File: src/rtl/ident_csr_params.svh
// Constants for the machine identification control registers.
`ifndef IDENT_CSR_PARAMS_SVH
`define IDENT_CSR_PARAMS_SVH

// ****************************************************************
// Register numbers and widths
// ****************************************************************
`define NRW              32
`define ADDR_W           12
`define ADDR_ISA_REPORT  12'h301
`define ADDR_MFR_ID      12'hF11
`define ADDR_SCRATCH_M   12'h340
`define ADDR_STATUS_M    12'h300
`define ADDR_PRIV_HI     9
`define ADDR_PRIV_LO     8

// ****************************************************************
// Fields of the ISA report register
// ****************************************************************
`define WIDTH_CODE_HI    31
`define WIDTH_CODE_LO    30
`define EXT_HI           25
`define EXT_W            26
`define WIDTH_CODE_32    2'h1
`define WIDTH_CODE_64    2'h2
`define WIDTH_CODE_128   2'h3
`define EXT_BIT_E        4
`define EXT_BIT_G        6
`define EXT_BIT_H        7
`define EXT_BIT_I        8
`define EXT_BIT_S        18
`define EXT_BIT_U        20
`define EXT_BIT_X        23
// Letters J K O R W Y Z: reserved, always read as zero.
`define EXT_RESERVED     26'h3424600
// Letters A B C D F L M N P Q T V: passed through from the parameter.
`define EXT_OTHER_STD    26'h029B82F

// ****************************************************************
// Previous-privilege field of the status register
// ****************************************************************
`define PP_HI            12
`define PP_LO            11
`define PP_M             2'h3
`define PP_U             2'h0
`define PP_STORE_BIT     1
`define PP_RESET_BIT     1'h1

// Vendor code: arbitrary neutral value, zero marks non-commercial.
`define MFR_ID_VALUE     32'h0000_0000

`endif

File: src/rtl/ident_csr_pkg.sv
// Types shared by the identification register block.
package ident_csr_pkg;

  typedef enum logic [1:0] {
    PRIV_U = 2'b00,
    PRIV_S = 2'b01,
    PRIV_H = 2'b10,
    PRIV_M = 2'b11
  } priv_t;

  typedef enum logic [1:0] {
    OP_WRITE = 2'b01,
    OP_SET   = 2'b10,
    OP_CLEAR = 2'b11
  } csr_op_t;

endpackage : ident_csr_pkg

File: src/rtl/ident_csr_bank.sv
// Machine identification control registers of one hart.
// Contract
// - Legal-only field stores minimal bits yet reads full legal encoding.
// - Unsupported write to legal-only field may raise illegal instruction.
// - Read after illegal write is a deterministic function of it.
// - Field reads legal after legal write or reset.
// - Any-write field accepts any value, always reads legal.
// - Unsupported value in any-write field never raises exception.
// - Same illegal value always yields same legal read value.
// - Reset enters highest privilege mode.
// - Highest mode may access all lower-level control registers.
// - ISA report is read-only, full width, readable, may be zero.
// - Width code top two bits, reserved span, bitmap bits 25..0.
// - Width code 1, 2, 3 for 32, 64, 128 bits.
// - Width code reports the widest supported base.
// - Bitmap bit 0 is A through bit 25 is Z.
// - I set for full base, E set for embedded base.
// - H, S, U set exactly when those modes exist.
// - X set when any non-standard extension exists.
// - G set means further standard extensions exist.
// - Reserved bitmap letters read as zero.
// - Manufacturer register read-only, full width, zero if non-commercial.
// - Writes to reserved ignored span change nothing.
`timescale 1ns/1ps
`include "ident_csr_params.svh"

module ident_csr_bank #(
  parameter logic            HAS_USER     = 1'b1,
  parameter logic            HAS_SUPER    = 1'b0,
  parameter logic            HAS_HYPER    = 1'b0,
  parameter logic            EMBEDDED     = 1'b0,
  parameter logic            HAS_NONSTD   = 1'b0,
  parameter logic            HAS_MORE_STD = 1'b0,
  parameter logic [25:0]     STD_EXT      = 26'h0001105
) (
  input  wire logic                    core_clk_i,
  input  wire logic                    rst_i,
  input  wire logic                    csr_req_i,
  input  wire logic [`ADDR_W-1:0]      csr_addr_i,
  input  wire ident_csr_pkg::csr_op_t  csr_op_i,
  input  wire logic [`NRW-1:0]         csr_wdata_i,
  input  wire ident_csr_pkg::priv_t    cur_priv_i,
  output logic      [`NRW-1:0]         csr_rdata_o,
  output logic                         csr_illegal_o,
  output ident_csr_pkg::priv_t         reset_priv_o
);

  // ****************************************************************
  // ISA report value
  // ****************************************************************
  logic [`EXT_W-1:0] ext_map;
  logic [`NRW-1:0]   isa_report;

  always_comb begin
    ext_map = STD_EXT & `EXT_OTHER_STD;
    ext_map[`EXT_BIT_I] = ~EMBEDDED;
    ext_map[`EXT_BIT_E] = EMBEDDED;
    ext_map[`EXT_BIT_H] = HAS_HYPER;
    ext_map[`EXT_BIT_S] = HAS_SUPER;
    ext_map[`EXT_BIT_U] = HAS_USER;
    ext_map[`EXT_BIT_X] = HAS_NONSTD;
    ext_map[`EXT_BIT_G] = HAS_MORE_STD;
    ext_map = ext_map & ~`EXT_RESERVED;
    isa_report = '0;
    // Only a 32-bit base exists here, so it is also the widest.
    isa_report[`WIDTH_CODE_HI:`WIDTH_CODE_LO] = `WIDTH_CODE_32;
    isa_report[`EXT_HI:0] = ext_map;
  end

  // ****************************************************************
  // Status register with a legal-only previous-privilege field
  // ****************************************************************
  logic [`NRW-1:0] status_new;
  logic [1:0]      pp_rd;
  logic            status_wr;
  logic [`NRW-1:0] scratch;
  logic [`NRW-1:0] next_scratch;
  logic [`NRW-1:0] old_val;
  logic [`NRW-1:0] new_val;
  logic            is_write;

  assign is_write  = csr_req_i && (csr_op_i != ident_csr_pkg::OP_CLEAR ||
                     csr_wdata_i != '0) && !csr_illegal_o;
  assign status_wr = is_write && csr_addr_i == `ADDR_STATUS_M;

  legal_pp_field u_pp (
    .core_clk_i (core_clk_i),
    .rst_i      (rst_i),
    .wr_en_i    (status_wr),
    .wr_val_i   (new_val[`PP_HI:`PP_LO]),
    .rd_val_o   (pp_rd)
  );

  // ****************************************************************
  // Access decode and read-modify-write
  // ****************************************************************
  logic known_addr;
  logic read_only;
  logic priv_ok;

  always_comb begin
    old_val = '0;
    status_new = '0;
    status_new[`PP_HI:`PP_LO] = pp_rd;
    case (csr_addr_i)
      `ADDR_ISA_REPORT: old_val = isa_report;
      `ADDR_MFR_ID:     old_val = `MFR_ID_VALUE;
      `ADDR_STATUS_M:   old_val = status_new;
      `ADDR_SCRATCH_M:  old_val = scratch;
      default:          old_val = '0;
    endcase
  end

  always_comb begin
    case (csr_op_i)
      ident_csr_pkg::OP_SET:   new_val = old_val | csr_wdata_i;
      ident_csr_pkg::OP_CLEAR: new_val = old_val & ~csr_wdata_i;
      default:                 new_val = csr_wdata_i;
    endcase
  end

  assign known_addr = csr_addr_i == `ADDR_ISA_REPORT ||
                      csr_addr_i == `ADDR_MFR_ID ||
                      csr_addr_i == `ADDR_STATUS_M ||
                      csr_addr_i == `ADDR_SCRATCH_M;
  assign read_only  = csr_addr_i == `ADDR_MFR_ID;
  // Highest mode passes any privilege check for lower registers.
  assign priv_ok    = cur_priv_i == ident_csr_pkg::PRIV_M ||
                      csr_addr_i[`ADDR_PRIV_HI:`ADDR_PRIV_LO] <= cur_priv_i;

  // Writes to the ISA report are dropped without fault: it holds only
  // hardwired and reserved bits. The unsupported PP encodings are stored
  // as their high bit rather than trapped, so no exception is needed.
  always_comb begin
    csr_illegal_o = 1'b0;
    if (csr_req_i) begin
      if (!known_addr || !priv_ok) begin
        csr_illegal_o = 1'b1;
      end else if (read_only && csr_op_i == ident_csr_pkg::OP_WRITE) begin
        csr_illegal_o = 1'b1;
      end
    end
  end

  always_comb begin
    next_scratch = scratch;
    if (is_write && csr_addr_i == `ADDR_SCRATCH_M) begin
      next_scratch = new_val;
    end
  end

  always_ff @(posedge core_clk_i or posedge rst_i) begin
    if (rst_i) begin
      scratch     <= '0;
      csr_rdata_o <= '0;
    end else begin
      scratch     <= next_scratch;
      csr_rdata_o <= (csr_req_i && !csr_illegal_o) ? old_val : '0;
    end
  end

  assign reset_priv_o = ident_csr_pkg::PRIV_M;

endmodule : ident_csr_bank

File: src/rtl/legal_pp_field.sv
// Previous-privilege field held with one storage bit.
`timescale 1ns/1ps
`include "ident_csr_params.svh"

module legal_pp_field (
  input  wire logic       core_clk_i,
  input  wire logic       rst_i,
  input  wire logic       wr_en_i,
  input  wire logic [1:0] wr_val_i,
  output logic      [1:0] rd_val_o
);

  logic stored_bit;
  logic next_bit;

  // Only M and U are supported, so one bit tells them apart.
  always_comb begin
    next_bit = stored_bit;
    if (wr_en_i) begin
      next_bit = wr_val_i[`PP_STORE_BIT];
    end
  end

  always_ff @(posedge core_clk_i or posedge rst_i) begin
    if (rst_i) begin
      stored_bit <= `PP_RESET_BIT;
    end else begin
      stored_bit <= next_bit;
    end
  end

  // Full two-bit encoding returned for every stored value.
  assign rd_val_o = stored_bit ? `PP_M : `PP_U;

endmodule : legal_pp_field

File: config.mk
export PLATFORM = sky130hd
export DESIGN_NAME = ident_csr_bank
export DESIGN_NICKNAME = d
export VERILOG_FILES = /design/src/rtl/ident_csr_pkg.sv /design/src/rtl/ident_csr_bank.sv /design/src/rtl/legal_pp_field.sv
export VERILOG_INCLUDE_DIRS = /design/src /design/src/rtl
export SDC_FILE = /design/constraint.sdc
export NUM_CORES = 1
export LEC_CHECK = 0
export ABC_AREA = 1
export ABC_CLOCK_PERIOD_IN_PS = 2590
export BUFFER_PORTS_ARGS = -buffer_cell sky130_fd_sc_hd__clkbuf_2
export CAP_MARGIN = 15
export CORE_MARGIN = 3
export CORE_UTILIZATION = 35
export CTS_CLUSTER_DIAMETER = 200
export CTS_CLUSTER_SIZE = 8
export DETAILED_ROUTE_END_ITERATION = 6
export GPL_TIMING_DRIVEN = 0
export PLACE_DENSITY = 0.54
export REMOVE_ABC_BUFFERS = 1
export SLEW_MARGIN = 0
export SYNTH_ARGS = -nofsm -noshare
export SYNTH_HDL_FRONTEND = slang
export SYNTH_SLANG_ARGS = --single-unit
File: constraint.sdc
create_clock -name core_clk_i -period 2.59 [get_ports core_clk_i]
set_input_delay 0.518 -clock core_clk_i [delete_from_list [all_inputs] [get_ports core_clk_i]]
set_output_delay 0.518 -clock core_clk_i [all_outputs]
set_load 0.005 [all_outputs]
# Yosys cells after proc, flatten, opt, wreduce, memory -nomap -nowiden
# Index checks and enable logic that the tools add are counted.
[op_classes]
n_reduce_logical = 16
mux = 7
n_lt_le_gt_ge = 1
n_bitwise = 3
n_eq_ne = 9
[op_table]
columns = ["operator", "n"]
rows = [
  ["$pmux W32 S3", 1],
  ["$pmux W32 S2", 1],
  ["$eq A12 B10 Y1 const B", 3],
  ["$and A32 B32 Y32", 1],
  ["$mux W32", 1],
  ["$not A32 Y32", 1],
  ["$or A32 B32 Y32", 1],
  ["$reduce_bool A32 Y1", 1],
  ["$eq A12 B12 Y1 const B", 1],
  ["$eq A2 B2 Y1 const B", 3],
  ["$logic_and A1 B1 Y1", 6],
  ["$logic_or A1 B1 Y1", 6],
  ["$logic_not A1 Y1", 3],
  ["$mux W1", 3],
  ["$eq A2 B1 Y1 const B", 1],
  ["$le A2 B2 Y1", 1],
  ["$mux W2", 1],
  ["$ne A2 B2 Y1 const B", 1],
]
[word_totals]
in_bits = 51
output_inout_bits = 35
regBits = 65
elab_cells = 39

# Logic depth before layout (Yosys ltp)
[depth]
depth_word = 11
mapped_depth = 12
mapped_depth_nobuf = 12

# Cells and area by module
# From an unflattened synthesis, not the netlist that was laid out.
[unflattened]
cells_unflattened = 509
area_unflattened_um2 = 3632.2
[by_module_without_submodules]
columns = ["module", "cells_per_inst", "area_per_inst_um2", "seq_area_each_um2", "instances"]
rows = [
  ["ident_csr_bank", 501, 3572.2, 1601.5, 1],
  ["legal_pp_field", 8, 60.1, 26.3, 1],
]

# Least setup slack after synthesis
# Ideal clock, no wire load.
[synth_path]
path_type = "input to output"
start = "input port cur_priv_i[1]"
end = "output port csr_illegal_o"
arrival_time_ps = 1369
path_stages = 10
n_path_buf = 0
slack_ps = 703
t_required_ps = 2072
path_cell_list = "inv_1 > ha_1 > inv_1 > o21bai_1 > nand3_1 > nand2_1 > inv_1 > nand2_1 > nand2_1 > inv_1"
[synth_between]
elab_chain_cells = 6
word_cells_on_any_way = 7
cone_classes = "order compare (1); eq/ne (1); mux (2); reduce/logical (3)"
[synth_lines]
columns = ["element", "line_no", "text"]
rows = [
  ["from (decl)", "ident_csr_bank.sv:42", "input wire ident_csr_pkg::priv_t cur_priv_i,"],
  ["$le A2 B2 Y1 or $eq A2 B2 Y1 (tied branches)", "ident_csr_bank.sv:129, ident_csr_bank.sv:128", ""],
  ["$logic_or A1 B1 Y1 *", "ident_csr_bank.sv:128", "assign priv_ok = cur_priv_i == ident_csr_pkg::PRIV_M ||"],
  ["$logic_not A1 Y1 *", "ident_csr_bank.sv:137", "if (!known_addr || !priv_ok) begin"],
  ["$logic_or A1 B1 Y1 *", "ident_csr_bank.sv:137", ""],
  ["$mux W1 *", "ident_csr_bank.sv:137", ""],
  ["$mux W1 *", "ident_csr_bank.sv:136", "if (csr_req_i) begin"],
  ["to (decl)", "ident_csr_bank.sv:44", "output logic csr_illegal_o,"],
]
# Every way passes the cells marked *; elsewhere a longest branch is shown, timed or not.

# Worst setup path after layout
[layout_path]
start = "input port cur_priv_i[1]"
end = "register scratch[0]"
[layout_between]
elab_chain_cells = 9
word_cells_on_any_way = 10
cone_classes = "order compare (1); eq/ne (1); mux (2); reduce/logical (6)"
[layout_lines]
columns = ["element", "line_no", "text"]
rows = [
  ["$le A2 B2 Y1 or $eq A2 B2 Y1 (tied branches)", "ident_csr_bank.sv:129, ident_csr_bank.sv:128", ""],
  ["$logic_or A1 B1 Y1 *", "ident_csr_bank.sv:128", ""],
  ["$logic_not A1 Y1 *", "ident_csr_bank.sv:137", ""],
  ["$logic_or A1 B1 Y1 *", "ident_csr_bank.sv:137", ""],
  ["$mux W1 *", "ident_csr_bank.sv:137", ""],
  ["$mux W1 *", "ident_csr_bank.sv:136", ""],
  ["$logic_not A1 Y1 *", "ident_csr_bank.sv:83", "csr_wdata_i != '0) && !csr_illegal_o;"],
  ["$logic_and A1 B1 Y1 *", "ident_csr_bank.sv:83", ""],
  ["$logic_and A1 B1 Y1 (no line) *", "-", ""],
  ["to (signal assigned)", "ident_csr_bank.sv:157", "scratch <= next_scratch;"],
  ["to (decl)", "ident_csr_bank.sv:76", "logic [`NRW-1:0] scratch;"],
]
# Marks and branches as above.
# A chain may end at the register's enable or synchronous reset.

==> out/metrics.cfg <==
[run_status]
status = completed

[timing]
skew_ps = 4.941
max_slew.worst_pin.slew_ps = 895.0
finalSetupTns_ps = 0
timing.final.crit_share = 0.8625
hold_viol = 0
period_minus_slack_ps = 2234
drv_slew = 0
max_slew_margin = 0.4027
setup_viol = 0
max_freq_mhz = 447.6
rsz0062_at_grt = no

[power_and_ir_drop]
p_switching_uw = 538.7
ir_drop_mv = 0.2952
combPwrFrac = 0.082
p_seq_frac = 0.424
power_density_mw_per_mm2 = 560.7
power_frac_clock = 0.494
swShare = 0.2250
p_leak_uw = 0.002297
p_int_uw = 1856

[cells_and_area]
utilization = 0.4349
most-common-layout-cells = nand2_1 (176), clkbuf_2 (83), nor2_1 (74)
fin_nets = 610
antennaDiodeCount = 0
synthToLayoutAreaGrowth_pct = 20.26
nFillCells = 1023
drive_above_1_share = 0.2491
stdcell_area_sq_mm = 0.004270
layout_commonest_cell = nand2_1

[clocking]
clk_pin_slew_worst_paths_ps = 80
post_cts_buffers = 0
cts_sinks = 65
clockBufferDepth = 2
cts_tree = built
clock_tree.root_cell = clkbuf_8
insertion_delay_ps = 350
cts.htree.levels = 3
cts_buffers = 9

[synthesis]
ys_ff_latch = 65
syn_inst = 485
avgSynthCellArea_sq_um = 7.321
yosysWarnings = 0
yosysSeqAreaShare = 0.4584
syn_area_sq_mm = 0.003551
post_synth_num_cell_types = 32

[routing]
postRouteAntennaNets = 0
wirelength_microns = 9181
vias = 3231
drt-pass1-iter-count = 4
remaining_drc_errors = 0
drtIter0Drc = 184
viasPerCell = 4.649
routedWlPerCell_microns = 13.21

[placement]
dpl.hpwl_microns = 5977
place_area_sq_mm = 0.003979
globalplace.congestion = 0.7492
port-buffer-count = 83

[setup_path]
crit_arrival_ps = 2520
critPathSlowestCell = nor2_8
reg2regPathDepth = 6
r2r_setup_slack_ps = 1420
reg2reg_from = u_pp.stored_bit
worstSetupStartpoint = cur_priv_i[1]
endpoint_kind = flip-flop
crit_end = scratch[0]
crit_chain = clkbuf_2 -> inv_1 -> ha_1 -> inv_1 -> o21bai_1 -> nand3_1 -> nand2_1 -> inv_1 -> nand3_4 -> nor2_8 -> nand3_1 -> nand2_1
critical_path_class = input pin to flip-flop
cp-start-kind = input pin
reg2reg_to = scratch[12]
max_stage_delay_ps = 570
critPathMostFrequentCell = inv_1
critPathRequiredTime_ps = 2870
path_max_fanout = 33

[floorplan]
die_h_microns = 106.7
dieWidth_microns = 106.7
rows = 36
initial_utilization = 0.3616
coreArea_sq_mm = 0.009819
dieArea_sq_mm = 0.01139
io-pin-count = 86

[grt]
antenna_found_initial = 0
grt_overflow = 0
grt_use_total = 0.1674
grt_max_degree = 66
grt_pass1_wl_microns = 15060
grt_pass1_vias = 3108

[min_path]
hold_class = input pin to async pin

[flow_run]
max_cap_violations = 0

final cells by class:
cell class                 count  area (sq um)  area share
multi-input combinational    371          1668      0.3906
sequential                    65          1628      0.3812
clock inverter                 6         137.6     0.03223
timing repair buffer          84         430.4      0.1008
inverter                      26         102.6     0.02403
clock buffer                  10         137.6     0.03223
tap                          133         166.4     0.03897
synthesized netlist by cell type:
master,count,area (sq um)
nor2_4,1,11.26
a21boi_0,1,7.510
or2_2,23,143.9
nand2_2,1,6.260
o22ai_1,2,12.51
o21bai_1,1,7.510
clkinv_2,1,5.000
nand3b_1,1,7.510
a31oi_1,1,6.260
dfstp_2,1,26.28
o21ai_1,4,20.02
nand3_4,1,17.52
buf_4,4,30.03
buf_6,6,67.56
buf_2,8,40.04
o21ai_0,19,95.09
conb_1,1,3.750
nand3_2,2,20.02
nor4_1,1,6.260
nor2_8,1,20.02
dfrtp_1,64,1602
inv_1,22,82.58
nand4_1,3,18.77
inv_2,3,11.26
nor2_1,74,277.8
clkbuf_1,6,22.52
ha_1,2,25.02
nand4_4,1,21.27
nand2_1,176,660.6
nor2_2,4,25.02
nand3_1,44,220.2
a21oi_1,6,30.03
worst min-delay path by stage:
stage,cells after the start,end,slack [ps]
after detailed placement,2,scratch[27],460
after CTS,2,csr_rdata_o[23],340
after floorplan,2,scratch[0],440
after global placement,2,scratch[25],450
final,2,csr_rdata_o[23],310
after global routing,2,scratch[23],380
cells by family after synthesis:
logic type / after synthesis / share of synthesized area
and+or+nand+nor: 333 / 0.4102
DFF: 65 / 0.4584
buffers and inverters: 50 / 0.07294
AOI/OAI and AO/OA: 34 / 0.05039
adders and majority gates: 2 / 0.007046
other: 1 / 0.001056
flip-flops by register name, indices dropped and copies added, names as in the netlist:
name,count
csr_rdata_o,32
u_pp.stored_bit,1
scratch,32
through the flow:
| stage | hold WS (ps) | std cells | power (uW) | worst slack, ps |
|---|---|---|---|---|
| 6_report | 305.1 | 695 | 2394 | 356.1 |
| 2_1_floorplan | 442.2 | 462 | 1139 | 447.2 |
| 3_3_place_gp | 453.1 | 678 | 1228 | -458.1 |
| 4_1_cts | 344.6 | 694 | 2422 | 257.2 |
| 3_5_place_dp | 458.4 | 678 | 1231 | -114.5 |
| 5_1_grt | 379.4 | 695 | 2502 | 131.6 |
worst max-delay path, delay by kind of cell:
family	cells	cell delay (ps)
simple gates	6	1330
fa+ha+maj	1	280
compound gates	1	50
buf+inv	4	320
power groups by stage:
stage,clock network (uW),registers [uW],logic (uW)
2_1_floorplan,0,1030,105
3_3_place_gp,0,1030,194
3_5_place_dp,0,1030,197
4_1_cts,1210,1010,198
5_1_grt,1260,1010,226
6_report,1180,1010,196
per-layer routing:
metal  global-route usage  vias up  part of all wire
met5                    0        -                 0
met4              0.05205        0            0.0097
met3              0.04937        7             0.061
met2               0.2626       87              0.49
met1               0.2234     1476              0.44
li1                     -     1661                 -
timing repair:
action / 4_1_cts / 5_1_grt
gates resized for setup: 0 / 1
hold buffers: 0 / 0
endpoints found under the setup margin: 0 / 5
Note: power is estimated with default switching activity, not from simulation.
